### src/verilog/frsp_pkg.sv
// Purpose : shared constants and types of the flash row self-programming block
// Assumes : 32-bit APB register bus, 20 MHz system clock
// Notes   : byte offsets are word aligned

// ************************************************************
// package
// ************************************************************
package frsp_pkg;

   // ************************************************************
   // register map
   // ************************************************************
   localparam int           ADDR_W       = 8;
   localparam int           DATA_W       = 32;
   localparam logic [7:0]   OFS_CTRL     = 8'h00;
   localparam logic [7:0]   OFS_ADDR_LO  = 8'h04;
   localparam logic [7:0]   OFS_ADDR_HI  = 8'h08;
   localparam logic [7:0]   OFS_KEY      = 8'h0C;
   localparam logic [7:0]   OFS_TBL_PAGE = 8'h10;
   localparam logic [7:0]   OFS_TBL_EA   = 8'h14;
   localparam logic [7:0]   OFS_TBL_LOW  = 8'h18;
   localparam logic [7:0]   OFS_TBL_HIGH = 8'h1C;

   // ************************************************************
   // control fields
   // ************************************************************
   localparam int           CTRL_START_BIT = 15;
   localparam int           CTRL_WRITE_ENABLE_BIT_BIT  = 14;
   localparam int           CTRL_OP_W      = 7;
   localparam logic [6:0]   OP_ERASE_ROW   = 7'h41;
   localparam logic [6:0]   OP_PROG_ROW    = 7'h01;
   localparam logic [7:0]   KEY_FIRST      = 8'h55;
   localparam logic [7:0]   KEY_SECOND     = 8'hAA;

   // ************************************************************
   // geometry
   // ************************************************************
   localparam int           ROW_WORDS     = 32;
   localparam int           ROW_BYTES     = 96;
   localparam int           PANEL_ROWS    = 128;
   localparam int           WORD_W        = 24;
   localparam int           LOW_W         = 16;
   localparam int           HIGH_W        = 8;
   localparam int           ROW_ADDR_LSB  = 6;
   localparam logic [15:0]  EA_STEP       = 16'h0002;

   // ************************************************************
   // reset values
   // ************************************************************
   localparam logic [6:0]   OP_RST        = 7'h00;
   localparam logic [15:0]  ADDR_LO_RST   = 16'h0000;
   localparam logic [7:0]   ADDR_HI_RST   = 8'h00;
   localparam logic [7:0]   TBL_PAGE_RST  = 8'h00;
   localparam logic [15:0]  TBL_EA_RST    = 16'h0000;
   localparam logic [23:0]  LATCH_RST     = 24'hFFFFFF;

   // ************************************************************
   // timing
   // ************************************************************
   localparam int           CLK_PERIOD_NS = 50;
   localparam int           OP_TIME_NS    = 2000000;
   localparam int           OP_CYCLES     =
      (OP_TIME_NS + CLK_PERIOD_NS - 1) / CLK_PERIOD_NS;
   localparam int           TABLE_WRITE_OP_CYCLES  = 2;

   // ************************************************************
   // states
   // ************************************************************
   typedef enum logic [1:0]
   {
      KEY_IDLE  = 2'b00,
      KEY_GOT55 = 2'b01,
      KEY_OPEN  = 2'b11
   } frsp_key_e;

   typedef enum logic
   {
      OP_IDLE = 1'b0,
      OP_RUN  = 1'b1
   } frsp_op_e;

endpackage : frsp_pkg

### src/verilog/frsp_latch_if.sv
// Purpose : write and read port of the row write latches
// Assumes : one system clock
// Notes   : plain signals, no clocking

`timescale 1ns/100ps

interface frsp_latch_if
#(
   parameter int WORDS = 32,
   parameter int WIDTH = 24
);
   localparam int IDX_W = $clog2(WORDS);

   logic             wr_low;
   logic             wr_high;
   logic [IDX_W-1:0] wr_idx;
   logic [15:0]      wr_data;
   logic [IDX_W-1:0] rd_idx;
   logic [WIDTH-1:0] rd_data;

   modport ctl
   (
      output wr_low,
      output wr_high,
      output wr_idx,
      output wr_data,
      output rd_idx,
      input  rd_data
   );

   modport bank
   (
      input  wr_low,
      input  wr_high,
      input  wr_idx,
      input  wr_data,
      input  rd_idx,
      output rd_data
   );

endinterface : frsp_latch_if

### src/verilog/frsp_latch_bank.sv
// Purpose : one row of instruction write latches in flip-flops
// Assumes : writes come from the table write path of the top
// Notes   : latches keep their data after a program cycle

`timescale 1ns/100ps

module frsp_latch_bank
   import frsp_pkg::*;
#(
   parameter int WORDS = ROW_WORDS
)
(
   input  wire logic   clk_sys,
   input  wire logic   rstn,
   input  wire logic   ce,
   frsp_latch_if.bank  lat
);

   logic [WORD_W-1:0] word_ff [WORDS];

   // the word index comes from fixed effective address bits
   if (WORDS != ROW_WORDS)
   begin : g_bad_words
      $error("frsp_latch_bank: WORDS must equal ROW_WORDS");
   end

   // ************************************************************
   // storage
   // ************************************************************
   always_ff @(posedge clk_sys or negedge rstn)
   begin
      if (!rstn)
      begin
         for (int i = 0; i < WORDS; i++)
            word_ff[i] <= LATCH_RST;
      end
      else if (ce)
      begin
         if (lat.wr_low)
            word_ff[lat.wr_idx][LOW_W-1:0] <= lat.wr_data;
         if (lat.wr_high)
            word_ff[lat.wr_idx][WORD_W-1:LOW_W] <=
               lat.wr_data[HIGH_W-1:0];
      end
   end

   assign lat.rd_data = word_ff[lat.rd_idx];

endmodule : frsp_latch_bank

### src/verilog/frsp_top.sv
// Purpose : run-time self-programming sequencer for program flash rows
// Assumes : APB master on clk_sys; flash array logic on clk_sys
// Notes   : accesses are held off while an erase or program runs
//
// Summary of operation
// - a row is 32 instruction words of 24 bits, 96 bytes.
// - a panel holds 128 rows, 4K instruction words.
// - one operation erases one row or programs all 32 latched words.
// - 32-word write latches must be filled before programming starts.
// - each latch table write fills part of one word, taking 2 cycles.
// - control register selects erase or program and starts the cycle.
// - low address register captures table address bits 15:0, picks the row.
// - high address register captures table address bits 23:16.
// - software may write both address registers directly.
// - key register is write-only; 0x55 then 0xAA unlock a start.
// - an operation lasts about 2 ms and stalls the processor.
// - start bit 15 begins the operation and clears itself at the end.
// - program: set control, keys, start; hardware clears start bit.
// - high-byte latch writes keep only the low eight data bits.
// - table address is page bits 7:0 joined with the effective address.
// - low writes fill bits 15:0, high writes bits 23:16.
// - a start only takes effect when the same control write sets write enable (bit 14).
//
// Local design decisions: the register addresses and the APB slave port.

`timescale 1ns/100ps

module frsp_top
   import frsp_pkg::*;
#(
   parameter int OP_CNT = OP_CYCLES
)
(
   input  wire logic                clk_sys,
   input  wire logic                rstn,
   input  wire logic                ce,
   input  wire logic                psel,
   input  wire logic                penable,
   input  wire logic                pwrite,
   input  wire logic [ADDR_W-1:0]   paddr,
   input  wire logic [DATA_W-1:0]   pwdata,
   output      logic [DATA_W-1:0]   prdata,
   output      logic                pready,
   output      logic                pslverr,
   output      logic                cpu_stall,
   output      logic                flash_erase,
   output      logic                flash_prog,
   output      logic [WORD_W-1:0]   flash_row_addr,
   input  wire logic [4:0]          flash_rd_idx,
   output      logic [WORD_W-1:0]   flash_rd_data
);

   localparam int CNT_W = $clog2(OP_CNT + 1);

   // ************************************************************
   // elaboration check
   // ************************************************************
   if (OP_CNT < 2)
   begin : g_bad_cnt
      $error("frsp_top: OP_CNT must be at least 2");
   end

   // a whole panel has to sit inside one table page of effective addresses
   if (PANEL_ROWS * ROW_WORDS * 2 > (1 << LOW_W))
   begin : g_bad_panel
      $error("frsp_top: panel does not fit one table page");
   end

   // ************************************************************
   // functions
   // ************************************************************
   function automatic logic op_valid(input logic [CTRL_OP_W-1:0] op);
      op_valid = (op == OP_ERASE_ROW) || (op == OP_PROG_ROW);
   endfunction : op_valid

   function automatic logic [WORD_W-1:0] row_base
   (
      input logic [7:0]  hi,
      input logic [15:0] lo
   );
      row_base = {hi, lo[15:ROW_ADDR_LSB], {ROW_ADDR_LSB{1'b0}}};
   endfunction : row_base

   // ************************************************************
   // state
   // ************************************************************
   frsp_key_e             key_st_ff;
   frsp_key_e             nxt_key_st;
   frsp_op_e              op_st_ff;
   logic [CNT_W-1:0]      cnt_ff;
   logic [1:0]            wait_ff;
   logic [1:0]            nxt_wait;
   logic                  write_enable_bit_ff;
   logic [CTRL_OP_W-1:0]  op_ff;
   logic [15:0]           addr_lo_ff;
   logic [7:0]            addr_hi_ff;
   logic [7:0]            tbl_page_ff;
   logic [15:0]           tbl_ea_ff;
   logic [DATA_W-1:0]     prdata_ff;
   logic                  pready_ff;
   logic                  pslverr_ff;
   logic                  stall_ff;
   logic                  erase_ff;
   logic                  prog_ff;
   logic [WORD_W-1:0]     row_ff;
   logic [WORD_W-1:0]     rd_data_ff;

   frsp_latch_if #(.WORDS(ROW_WORDS), .WIDTH(WORD_W)) lat_if ();

   frsp_latch_bank #(.WORDS(ROW_WORDS)) u_latch
   (
      .clk_sys (clk_sys),
      .rstn    (rstn),
      .ce      (ce),
      .lat     (lat_if.bank)
   );

   // ************************************************************
   // bus decode
   // ************************************************************
   wire hit_ctrl  = (paddr == OFS_CTRL);
   wire hit_lo    = (paddr == OFS_ADDR_LO);
   wire hit_hi    = (paddr == OFS_ADDR_HI);
   wire hit_key   = (paddr == OFS_KEY);
   wire hit_page  = (paddr == OFS_TBL_PAGE);
   wire hit_ea    = (paddr == OFS_TBL_EA);
   wire hit_tlow  = (paddr == OFS_TBL_LOW);
   wire hit_thigh = (paddr == OFS_TBL_HIGH);
   wire mapped    = hit_ctrl | hit_lo | hit_hi | hit_key | hit_page
                  | hit_ea | hit_tlow | hit_thigh;
   wire busy      = (op_st_ff == OP_RUN);
   wire acc       = ce & psel & penable;
   wire wr_acc    = acc & pready_ff & pwrite & mapped;
   wire tbl_wr    = pwrite & (hit_tlow | hit_thigh);
   // table writes hold the bus one cycle longer than register accesses
   wire [1:0] need_m1 = tbl_wr ? 2'(TABLE_WRITE_OP_CYCLES - 1) : 2'b00;
   // stalling pready while busy is what freezes the processor
   wire go_ans    = acc & ~pready_ff & ~busy & (wait_ff >= need_m1);

   assign nxt_wait = (go_ans | ~acc | pready_ff | busy) ? 2'b00
                   : 2'(wait_ff + 2'b01);

   // ************************************************************
   // read mux
   // ************************************************************
   // start bit reads back as the running operation
   wire [15:0] ctrl_rd = {busy, write_enable_bit_ff, 7'h00, op_ff};
   wire [DATA_W-1:0] rd_val =
        hit_ctrl ? {16'h0000, ctrl_rd}
      : hit_lo   ? {16'h0000, addr_lo_ff}
      : hit_hi   ? {24'h000000, addr_hi_ff}
      : hit_page ? {24'h000000, tbl_page_ff}
      : hit_ea   ? {16'h0000, tbl_ea_ff}
      : 32'h00000000; // key and table data ports read zero

   // ************************************************************
   // unlock and start
   // ************************************************************
   wire [7:0] key_in = pwdata[7:0];
   wire start_ok = wr_acc & hit_ctrl & pwdata[CTRL_START_BIT]
                 & (key_st_ff == KEY_OPEN)
                 & pwdata[CTRL_WRITE_ENABLE_BIT_BIT]
                 & op_valid(pwdata[CTRL_OP_W-1:0]);
   wire op_done  = busy & (cnt_ff == '0);

   // any other write to a mapped register between keys and start drops the unlock
   always_comb
   begin
      nxt_key_st = key_st_ff;
      if (wr_acc)
      begin
         if (hit_key && key_in == KEY_FIRST)
            nxt_key_st = KEY_GOT55;
         else if (hit_key && key_in == KEY_SECOND
                  && key_st_ff == KEY_GOT55)
            nxt_key_st = KEY_OPEN;
         else
            nxt_key_st = KEY_IDLE;
      end
   end

   // ************************************************************
   // table write path
   // ************************************************************
   // page joins the effective address; row word index is ea bits 5:1
   assign lat_if.wr_low  = wr_acc & hit_tlow;
   assign lat_if.wr_high = wr_acc & hit_thigh;
   assign lat_if.wr_idx  = tbl_ea_ff[ROW_ADDR_LSB-1:1];
   assign lat_if.wr_data = pwdata[15:0];
   assign lat_if.rd_idx  = flash_rd_idx;

   // ************************************************************
   // bus answer
   // ************************************************************
   always_ff @(posedge clk_sys or negedge rstn)
   begin
      if (!rstn)
      begin
         pready_ff  <= 1'b0;
         pslverr_ff <= 1'b0;
         prdata_ff  <= 32'h00000000;
         wait_ff    <= 2'b00;
      end
      else if (ce)
      begin
         pready_ff  <= go_ans;
         pslverr_ff <= go_ans & ~mapped;
         prdata_ff  <= (go_ans & ~pwrite) ? rd_val : 32'h00000000;
         wait_ff    <= nxt_wait;
      end
   end

   // ************************************************************
   // registers
   // ************************************************************
   always_ff @(posedge clk_sys or negedge rstn)
   begin
      if (!rstn)
      begin
         write_enable_bit_ff     <= 1'b0;
         op_ff       <= OP_RST;
         tbl_page_ff <= TBL_PAGE_RST;
         tbl_ea_ff   <= TBL_EA_RST;
         key_st_ff   <= KEY_IDLE;
      end
      else if (ce)
      begin
         key_st_ff <= nxt_key_st;
         if (wr_acc & hit_ctrl)
         begin
            write_enable_bit_ff <= pwdata[CTRL_WRITE_ENABLE_BIT_BIT];
            op_ff   <= pwdata[CTRL_OP_W-1:0];
         end
         if (wr_acc & hit_page)
            tbl_page_ff <= pwdata[7:0];
         if (wr_acc & hit_ea)
            tbl_ea_ff <= pwdata[15:0];
         else if (wr_acc & hit_thigh)
            tbl_ea_ff <= tbl_ea_ff + EA_STEP;
      end
   end

   always_ff @(posedge clk_sys or negedge rstn)
   begin
      if (!rstn)
      begin
         addr_lo_ff <= ADDR_LO_RST;
         addr_hi_ff <= ADDR_HI_RST;
      end
      else if (ce)
      begin
         if (wr_acc & (hit_tlow | hit_thigh))
         begin
            addr_lo_ff <= tbl_ea_ff;
            addr_hi_ff <= tbl_page_ff;
         end
         else
         begin
            if (wr_acc & hit_lo)
               addr_lo_ff <= pwdata[15:0];
            if (wr_acc & hit_hi)
               addr_hi_ff <= pwdata[7:0];
         end
      end
   end

   // ************************************************************
   // operation timer
   // ************************************************************
   // writes of zero to the start bit never reach op_st_ff
   always_ff @(posedge clk_sys or negedge rstn)
   begin
      if (!rstn)
      begin
         op_st_ff <= OP_IDLE;
         cnt_ff   <= '0;
      end
      else if (ce)
      begin
         unique case (op_st_ff)
            OP_IDLE:
            begin
               if (start_ok)
               begin
                  op_st_ff <= OP_RUN;
                  cnt_ff   <= CNT_W'(OP_CNT - 1);
               end
            end
            OP_RUN:
            begin
               if (op_done)
                  op_st_ff <= OP_IDLE;
               else
                  cnt_ff <= cnt_ff - 1'b1;
            end
         endcase
      end
   end

   // ************************************************************
   // flash array side
   // ************************************************************
   always_ff @(posedge clk_sys or negedge rstn)
   begin
      if (!rstn)
      begin
         stall_ff   <= 1'b0;
         erase_ff   <= 1'b0;
         prog_ff    <= 1'b0;
         row_ff     <= 24'h000000;
         rd_data_ff <= 24'h000000;
      end
      else if (ce)
      begin
         rd_data_ff <= lat_if.rd_data;
         if (start_ok)
         begin
            stall_ff <= 1'b1;
            erase_ff <= (pwdata[CTRL_OP_W-1:0] == OP_ERASE_ROW);
            prog_ff  <= (pwdata[CTRL_OP_W-1:0] == OP_PROG_ROW);
            row_ff   <= row_base(addr_hi_ff, addr_lo_ff);
         end
         else if (op_done)
         begin
            stall_ff <= 1'b0;
            erase_ff <= 1'b0;
            prog_ff  <= 1'b0;
         end
      end
   end

   assign prdata         = prdata_ff;
   assign pready         = pready_ff;
   assign pslverr        = pslverr_ff;
   assign cpu_stall      = stall_ff;
   assign flash_erase    = erase_ff;
   assign flash_prog     = prog_ff;
   assign flash_row_addr = row_ff;
   assign flash_rd_data  = rd_data_ff;

endmodule : frsp_top

### config.mk
export PLATFORM = sky130hd
export DESIGN_NAME = frsp_top
export DESIGN_NICKNAME = d
export VERILOG_FILES = /design/src/verilog/frsp_pkg.sv /design/src/verilog/frsp_latch_if.sv /design/src/verilog/frsp_latch_bank.sv /design/src/verilog/frsp_top.sv
export SDC_FILE = /design/constraint.sdc
export NUM_CORES = 1
export LEC_CHECK = 0
export BUFFER_PORTS_ARGS = -buffer_cell sky130_fd_sc_hd__buf_2
export CORE_MARGIN = 2
export CORE_UTILIZATION = 40
export CTS_CLUSTER_SIZE = 25
export DETAILED_ROUTE_END_ITERATION = 10
export GPL_TIMING_DRIVEN = 0
export PLACE_DENSITY = 0.54
export SLEW_MARGIN = 0
export SYNTH_ARGS = -nofsm -noshare
export SYNTH_HDL_FRONTEND = slang
export SYNTH_SLANG_ARGS = --single-unit
### constraint.sdc
create_clock -name clk_sys -period 2.7 [get_ports clk_sys]
set_input_delay 0.27 -clock clk_sys [delete_from_list [all_inputs] [get_ports clk_sys]]
set_output_delay 0.27 -clock clk_sys [all_outputs]
set_load 0.05 [all_outputs]
==> results.yml, run 1 <==
detailed_routing:
  wl_per_cell_um: 28.2
  routed_wl_um: 139000
  post-route-drc-count: 0
  route.antenna.remaining_nets: 0
  firstDrtPassIters: 5
  routed-via-count: 28100
  detail_route.vias_per_cell: 5.68
  drtIter0Drc: 2034
layout:
  final_common_cell: "sky130_fd_sc_hd__mux2_2"
  flow.area_growth_from_synthesis_pct: 14.9
  most_frequent_cells_in_the_layout: "sky130_fd_sc_hd__mux2_2, sky130_fd_sc_hd__dfstp_2, sky130_fd_sc_hd__mux2i_1, sky130_fd_sc_hd__a22oi_1, sky130_fd_sc_hd__clkbuf_1"
  final_core_util: 0.464
  stdcell_count: 4937
  layout-drive-gt1-share: 0.574
  final_net_count: 3505
placed_design:
  portBuffers: 91
  hpwlAfterDp_um: 101000
  routabilityCongestion: 0.911
  place.detailed.instances: 4737
floorplan:
  fp.coreArea_um2: 107000
  die_y_um: 333
  die_area_um2: 111000
  floorplan.io_pins: 136
  floorplan.initialDensity: 0.404
  chip_width_um: 333
  core.rowCount: 120
global_routing:
  first_pass_grt_wire_length_um: 202000
  grt.met3_usage: 0.0426
  global_routing_met1_resource_utilization: 0.332
  via_count_of_the_first_global_routing_pass: 29500
  gr-usage-all-layers: 0.248
  grt_antenna_before_repair: 11
  grt.overflow.total: 0
  use_met2: 0.392
  pin_count_of_the_biggest_net_entering_global_routing: 135
  global_route.peak_usage_layer: "met2"
critical_path:
  worst_path_max_delay_cell: "sky130_fd_sc_hd__nor2_2"
  slowest_delay_ns: 0.65
  worst_setup_path_start_kind: "flop"
  crit_type: "flop to flop"
  ff2ff_setup_slack_ns: -0.10
  timing.critical_path.required_ns: 3.32
  timing.critical_path.arrival_ns: 3.42
  path_max_fanout: 8
  number_of_buffer_and_inverter_instances_along_the_worst_setup_path: 1
  critical_path.endpoint_type: "flop"
  cp_cell_sequence: "and2_1, and3_1, clkbuf_1, nand3_2, nor2_2, mux2_2"
  critical-path-top-delay-family: "simple AND/OR/NAND/NOR gates"
cts:
  cts.sink_count: 908
  tritoncts: "built"
  number_of_clock_buffers_inserted_by_tritoncts: 103
  cts.htree.levels: 3
  cts_root_buffer: "sky130_fd_sc_hd__clkbuf_16"
  worst_setup_hold_path_clk_slew_ns: 0.06
  clock_insertion_delay_worst_skew_ns: 0.71
  cts_buffer_depth: 3
sta:
  final_hold_viol_count: 0
  setup-violations-final: 90
  rsz_0062_raised_after_global_routing: "yes"
  timing.clock.skew_ns: 0.0332
  final_worst_slack_ns: -0.103
  clock_period_minus_final_worst_setup_slack_ns: 2.80
  worst-slew-pin-transition_ns: 1.23
  relSlewSlack: 0.178
  max_clock_freq_mhz: 357
  number_of_pins_with_negative_max_slew_slack_in_the_final_report: 0
  timing.final.crit_share: 1.04
yosys:
  post_synth_num_cell_types: 68
  synth-seq-area-share: 0.547
  yosys_most_used_dff: "sky130_fd_sc_hd__dfstp_2"
  muxShareOfSynthArea: 0.312
  average_instance_area_after_synthesis_um2: 13.5
  yosysWarnings: 0
  synth_top_family_by_area: "multiplexers"
  mappedNetlistArea_um2: 43300
  synth_compound_gate_area_share: 0.0636
  postSynth.asyncResetShare: 1.00
  synth_edf_count: 0
  synth_xor_area_frac: 0.00283
  ys_ff_latch: 908
  synth_fa_ha_area_frac: 0.00173
  synth_simple_gate_area_frac: 0.0401
  synthesis.instances: 3215
power:
  cellPowerDensity_nw_per_um2: 619
  leakagePower_nw: 21.3
  irDropWorstVdd_v: 0.000581
outcome:
  failed_checks: "setup timing"
  run_status: "complete, but fails checks"
flow_run:
  max_cap_viol_count: 0
min_path:
  hold_path_class: "input pin to flop"
## final timing paths
kind | startpoint | endpoint | cells after the start
setup / recovery | pready | u_latch.word_ff[617] | 6
hold / removal | paddr[3] | addr_hi_ff[2] | 3
setup reg to reg | pready | u_latch.word_ff[617] | 6
hold reg to reg | cpu_stall | cpu_stall | 2
max in group asynchronous | rstn | u_latch.word_ff[251] | 5
min in group asynchronous | rstn | cnt_ff[8] | 2
## worst min-delay path, stage by stage
cell and delay, ns:
sky130_fd_sc_hd__buf_2 0.14, sky130_fd_sc_hd__nand3_1 0.19, sky130_fd_sc_hd__o21ai_0 0.12
## per-stage QoR
step / setup TNS [ns] / cell area (um^2) / power, mW / worst slack (ns) / hold slack (ns)
floorplan: 0 / 43400 / 15.3 / 0.0667 / -0.0256
global placement: - / 45600 / 16.4 / -16.60 / 0.460
detailed placement: -201.70 / 45800 / 16.5 / -1.30 / 0.321
CTS: -20.78 / 49500 / 31.2 / -0.217 / 0.0164
global route: -19.48 / 49800 / 31.9 / -0.186 / 0.0898
finish: -4.54 / 49800 / 30.8 / -0.103 / 0.0614
## cells in the mapped netlist (36+ instances only)
| library cell | instances | area (um^2) |
|---|---|---|
| sky130_fd_sc_hd__dfstp_2 | 768 | 20200 |
| sky130_fd_sc_hd__clkbuf_1 | 171 | 642 |
| sky130_fd_sc_hd__mux2_2 | 779 | 8770 |
| sky130_fd_sc_hd__buf_4 | 38 | 285 |
| sky130_fd_sc_hd__nor2_1 | 63 | 236 |
| sky130_fd_sc_hd__mux2_1 | 57 | 642 |
| sky130_fd_sc_hd__buf_2 | 64 | 320 |
| sky130_fd_sc_hd__a21oi_1 | 131 | 656 |
| sky130_fd_sc_hd__nand2_1 | 53 | 199 |
| sky130_fd_sc_hd__a22oi_1 | 199 | 1490 |
| sky130_fd_sc_hd__dfrtp_1 | 140 | 3500 |
| sky130_fd_sc_hd__mux2i_1 | 410 | 4100 |
| sky130_fd_sc_hd__nor4_1 | 36 | 225 |
## cells by family (layout without fill, tap and decap cells)
family,after synthesis,after routing
adder cells (fa/ha/maj),6,6
multiplexers,1246,1246
buffers and inverters,311,604
XOR/XNOR,14,14
flip-flops,908,908
AND/OR/NAND/NOR,310,310
AO/OA/AOI/OAI,419,419
other,1,27
## power breakdown
part / switching [mW] / total [mW] / internal [mW]
Clock: 5.84 / 14.5 / 8.64
Combinational: 1.85 / 2.44 / 0.589
Sequential: 0.118 / 13.9 / 13.8
Total: 7.80 / 30.8 / 23.0
## per-layer routing
layer	up-vias	part of all wire
met5	-	0
met4	0	0.044
met3	239	0.057
met2	870	0.46
met1	14800	0.43
li1	12200	-
## registers in the layout, indices dropped and copies added, names as in the netlist
| name | cells |
|---|---|
| op_ff | 7 |
| addr_hi_ff | 8 |
| busy | 1 |
| tbl_ea_ff | 16 |
| cpu_stall | 1 |
| write_enable_bit_ff | 1 |
| key_st_ff | 2 |
| cnt_ff | 16 |
| pready | 1 |
| prdata | 16 |
| wait_ff | 2 |
| pslverr | 1 |
| addr_lo_ff | 16 |
| flash_row_addr | 18 |
| flash_erase | 1 |
| flash_prog | 1 |
| tbl_page_ff | 8 |
| flash_rd_data | 24 |
| u_latch.word_ff | 768 |
## timing repair
item / 4_1_cts / 5_1_grt
resized for setup: 46 / 39
buffers inserted: 1 / 6
pin swaps: 0 / 1
hold buffers: 2 / 0
hold endpoints to repair: 73 / 0
endpoints found under the setup margin: 314 / 349
gates cloned: 0 / 0
## layout make-up
cell class              count  area, um^2
diodes                      5        12.5
plain buffers             285        1360
clock buffers             152        3030
clock inverters            34         505
fillers                  9470       57400
inverters                  26        97.6
multi-input cells        2017       18600
flip-flops and latches    908       23700
well taps                1403        1760
repair buffers            107         756
Note: power is estimated with default switching activity, not from simulation.
==> run 2: changes to the inputs <==
--- a/config.mk
+++ b/config.mk
@@ -5,6 +5,7 @@
 export SDC_FILE = /design/constraint.sdc
 export NUM_CORES = 1
 export LEC_CHECK = 0
+export ABC_AREA = 1
 export BUFFER_PORTS_ARGS = -buffer_cell sky130_fd_sc_hd__buf_2
 export CORE_MARGIN = 2
 export CORE_UTILIZATION = 40
==> results.yml, run 2 <==
detailed_routing:
  firstDrtPassIters: 8
  post-route-drc-count: 0
  drtIter0Drc: 5866
  route.antenna.remaining_nets: 0
  wl_per_cell_um: 25.2
  routed_wl_um: 214000
  routed-via-count: 46100
  detail_route.vias_per_cell: 5.42
placed_design:
  pre_cts_ws_ns: -1.59
  hpwlAfterDp_um: 157000
  routabilityCongestion: 1.01
  portBuffers: 76
  total_cell_area_at_the_placement_stage_um2: 50800
  place.detailed.instances: 8306
global_routing:
  via_count_of_the_first_global_routing_pass: 42700
  pin_count_of_the_biggest_net_entering_global_routing: 118
  gr-usage-all-layers: 0.346
  first_pass_grt_wire_length_um: 307000
  grt.overflow.total: 0
  grt_antenna_before_repair: 10
floorplan:
  floorplan.initialDensity: 0.402
  fp.coreArea_um2: 119000
  die_y_um: 350
  core.rowCount: 127
  floorplan.io_pins: 136
  die_area_um2: 123000
  chip_width_um: 350
layout:
  final_net_count: 6861
  flow.area_growth_from_synthesis_pct: 13.9
  multi_input_area_um2: 20000
  seq_cell_area_um2: 23700
  largest_reg_flops: 768
  finalInstanceArea_um2: 54700
  layout-drive-gt1-share: 0.197
  top_register: "u_latch.word_ff"
  final_core_util: 0.458
  n_fill_cell: 12500
  stdcell_count: 8504
  final_common_cell: "sky130_fd_sc_hd__nand2_1"
  most_frequent_cells_in_the_layout: "sky130_fd_sc_hd__nand2_1, sky130_fd_sc_hd__nand3_1, sky130_fd_sc_hd__dfstp_2, sky130_fd_sc_hd__inv_1, sky130_fd_sc_hd__o21ai_1"
yosys:
  synth_fa_ha_area_frac: 0.00156
  synth_compound_gate_area_share: 0.0942
  synthDominantAreaCellType: "sky130_fd_sc_hd__dfstp_2"
  average_instance_area_after_synthesis_um2: 7.29
  post_synth_num_cell_types: 41
  yosysMostFrequentCell: "sky130_fd_sc_hd__nand2_1"
  mappedNetlistArea_um2: 48000
  yosysWarnings: 0
  postSynth.asyncResetShare: 1.00
  synthTopCellsByArea: "sky130_fd_sc_hd__dfstp_2, sky130_fd_sc_hd__nand2_1, sky130_fd_sc_hd__nand3_1"
  synth_simple_gate_area_frac: 0.312
  yosys_most_used_dff: "sky130_fd_sc_hd__dfstp_2"
  synth_common_cells: "sky130_fd_sc_hd__nand2_1, sky130_fd_sc_hd__nand3_1, sky130_fd_sc_hd__dfstp_2, sky130_fd_sc_hd__inv_1, sky130_fd_sc_hd__o21ai_1"
  ys_ff_latch: 908
  synth_xor_area_frac: 0.00274
  synth-seq-area-share: 0.493
  synth_edf_count: 0
  synthesis.instances: 6587
  synth_top_family_by_area: "simple AND/OR/NAND/NOR gates"
  muxShareOfSynthArea: 0
  synth_top_area_frac: 0.420
sta:
  relSlewSlack: 0.0209
  rsz_0062_raised_after_global_routing: "yes"
  max_clock_freq_mhz: 349
  setup_tns_final_ns: -1.43
  final_worst_slack_ns: -0.163
  number_of_pins_with_negative_max_slew_slack_in_the_final_report: 0
  final_hold_viol_count: 0
  worst-slew-pin-transition_ns: 1.47
  setup-violations-final: 15
  worst_hold_slack_ns: 0.0151
  clock_period_minus_final_worst_setup_slack_ns: 2.86
  timing.final.crit_share: 1.06
  timing.clock.skew_ns: 0.0430
critical_path:
  timing.critical_path.required_ns: 3.35
  ff2ff_setup_slack_ns: 0.01
  timing.critical_path.arrival_ns: 3.51
  critical_path.endpoint_type: "flop"
  worst_setup_path_start_kind: "input pin"
  capture_point_of_the_critical_path: "flash_rd_data[17]"
  setup.worst_path.start: "flash_rd_idx[2]"
  path_max_fanout: 10
  critical_path.reg2reg.startpoint: "tbl_ea_ff[4]"
  crit_type: "input pin to flop"
  worst_r2r_path_depth: 8
  worstReg2RegEnd: "u_latch.word_ff[299]"
outcome:
  run_status: "complete, but fails checks"
  failed_checks: "setup timing"
cts:
  tritoncts: "built"
  cts.htree.levels: 3
  worst_setup_hold_path_clk_slew_ns: 0.06
  cts_root_buffer: "sky130_fd_sc_hd__clkbuf_16"
  cts.sink_count: 908
  cts_buffer_depth: 3
  number_of_clock_buffers_inserted_by_tritoncts: 106
  clock_insertion_delay_worst_skew_ns: 0.74
power:
  leakagePower_nw: 27.4
  design_power_total_mw: 32.1
  cellPowerDensity_nw_per_um2: 586
  irDropWorstVdd_v: 0.000471
flow_run:
  max_cap_viol_count: 0
min_path:
  hold_path_class: "input pin to flop"
## run 2: changes by cell type after synthesis, moves of 57 or more
cell and change:
sky130_fd_sc_hd__a22oi_1 -199, sky130_fd_sc_hd__clkbuf_1 +114, sky130_fd_sc_hd__inv_1 +627, sky130_fd_sc_hd__mux2_1 -57, sky130_fd_sc_hd__mux2_2 -779, sky130_fd_sc_hd__mux2i_1 -410
sky130_fd_sc_hd__nand2_1 +2543, sky130_fd_sc_hd__nand3_1 +791, sky130_fd_sc_hd__o21ai_0 +207, sky130_fd_sc_hd__o21ai_1 +452
## run 2: repair_timing
item                       CTS  global route
setup buffers                0             2
hold buffers                 3             0
pin swaps                    1             2
setup endpoints to repair  468           308
hold endpoints to repair    67             0
resized for setup          106            67
## run 2: cells by family after synthesis
| family | after synthesis |
|---|---|
| xor gates and xnor gates | 15 |
| and+or+nand+nor | 3627 |
| AOI/OAI and AO/OA | 878 |
| other | 1 |
| DFF | 908 |
| buffers and inverters | 1152 |
| adders and majority gates | 6 |
## run 2: cell type report
type / count / area share
Sequential cell: 908 / 0.433
Multi-Input combinational cell: 4548 / 0.367
Clock buffer: 157 / 0.0563
Inverter: 678 / 0.0466
Buffer: 471 / 0.0397
Tap cell: 1612 / 0.0369
Timing Repair Buffer: 91 / 0.0128
Clock inverter: 37 / 0.00796
Antenna cell: 2 / 0.0000915
## run 2: worst min-delay path by stage
| stage | start | end | slack, ns | depth (start not counted) |
|---|---|---|---|---|
| 5_1_grt | pwdata[9] | u_latch.word_ff[753] | 0.06 | 3 |
| 4_1_cts | penable | wait_ff[0] | 0.005 | 5 |
| 3_3_place_gp | tbl_ea_ff[15] | tbl_ea_ff[15] | 0.46 | 2 |
| 6_report | penable | wait_ff[0] | 0.02 | 5 |
| 2_1_floorplan | rstn | addr_hi_ff[0] | -0.03 | 0 |
| 3_5_place_dp | rstn | cnt_ff[6] | 0.23 | 1 |
## run 2: per-layer routing
layer	GRT usage	vias up	share of wire
met3	0.0836	424	0.10
met2	0.525	2202	0.43
met4	0.172	2	0.054
met1	0.462	22300	0.41
li1	-	21100	-
met5	0	-	0.000042
## run 2: critical path, cell delays in order
cell and delay [ns]:
sky130_fd_sc_hd__clkbuf_1 0.20, sky130_fd_sc_hd__clkinv_1 0.16, sky130_fd_sc_hd__clkbuf_1 1.07, sky130_fd_sc_hd__buf_1 0.87, sky130_fd_sc_hd__nand3_1 0.15, sky130_fd_sc_hd__a21oi_1 0.37, sky130_fd_sc_hd__o211ai_1 0.25, sky130_fd_sc_hd__nand2_1 0.14
## run 2: power breakdown
part / internal (mW) / switching [mW] / leakage (nW)
clock: 8.62 / 6.27 / 1.73
combinational: 0.607 / 2.63 / 15.8
sequential: 13.8 / 0.131 / 9.86
total: 23.0 / 9.03 / 27.4
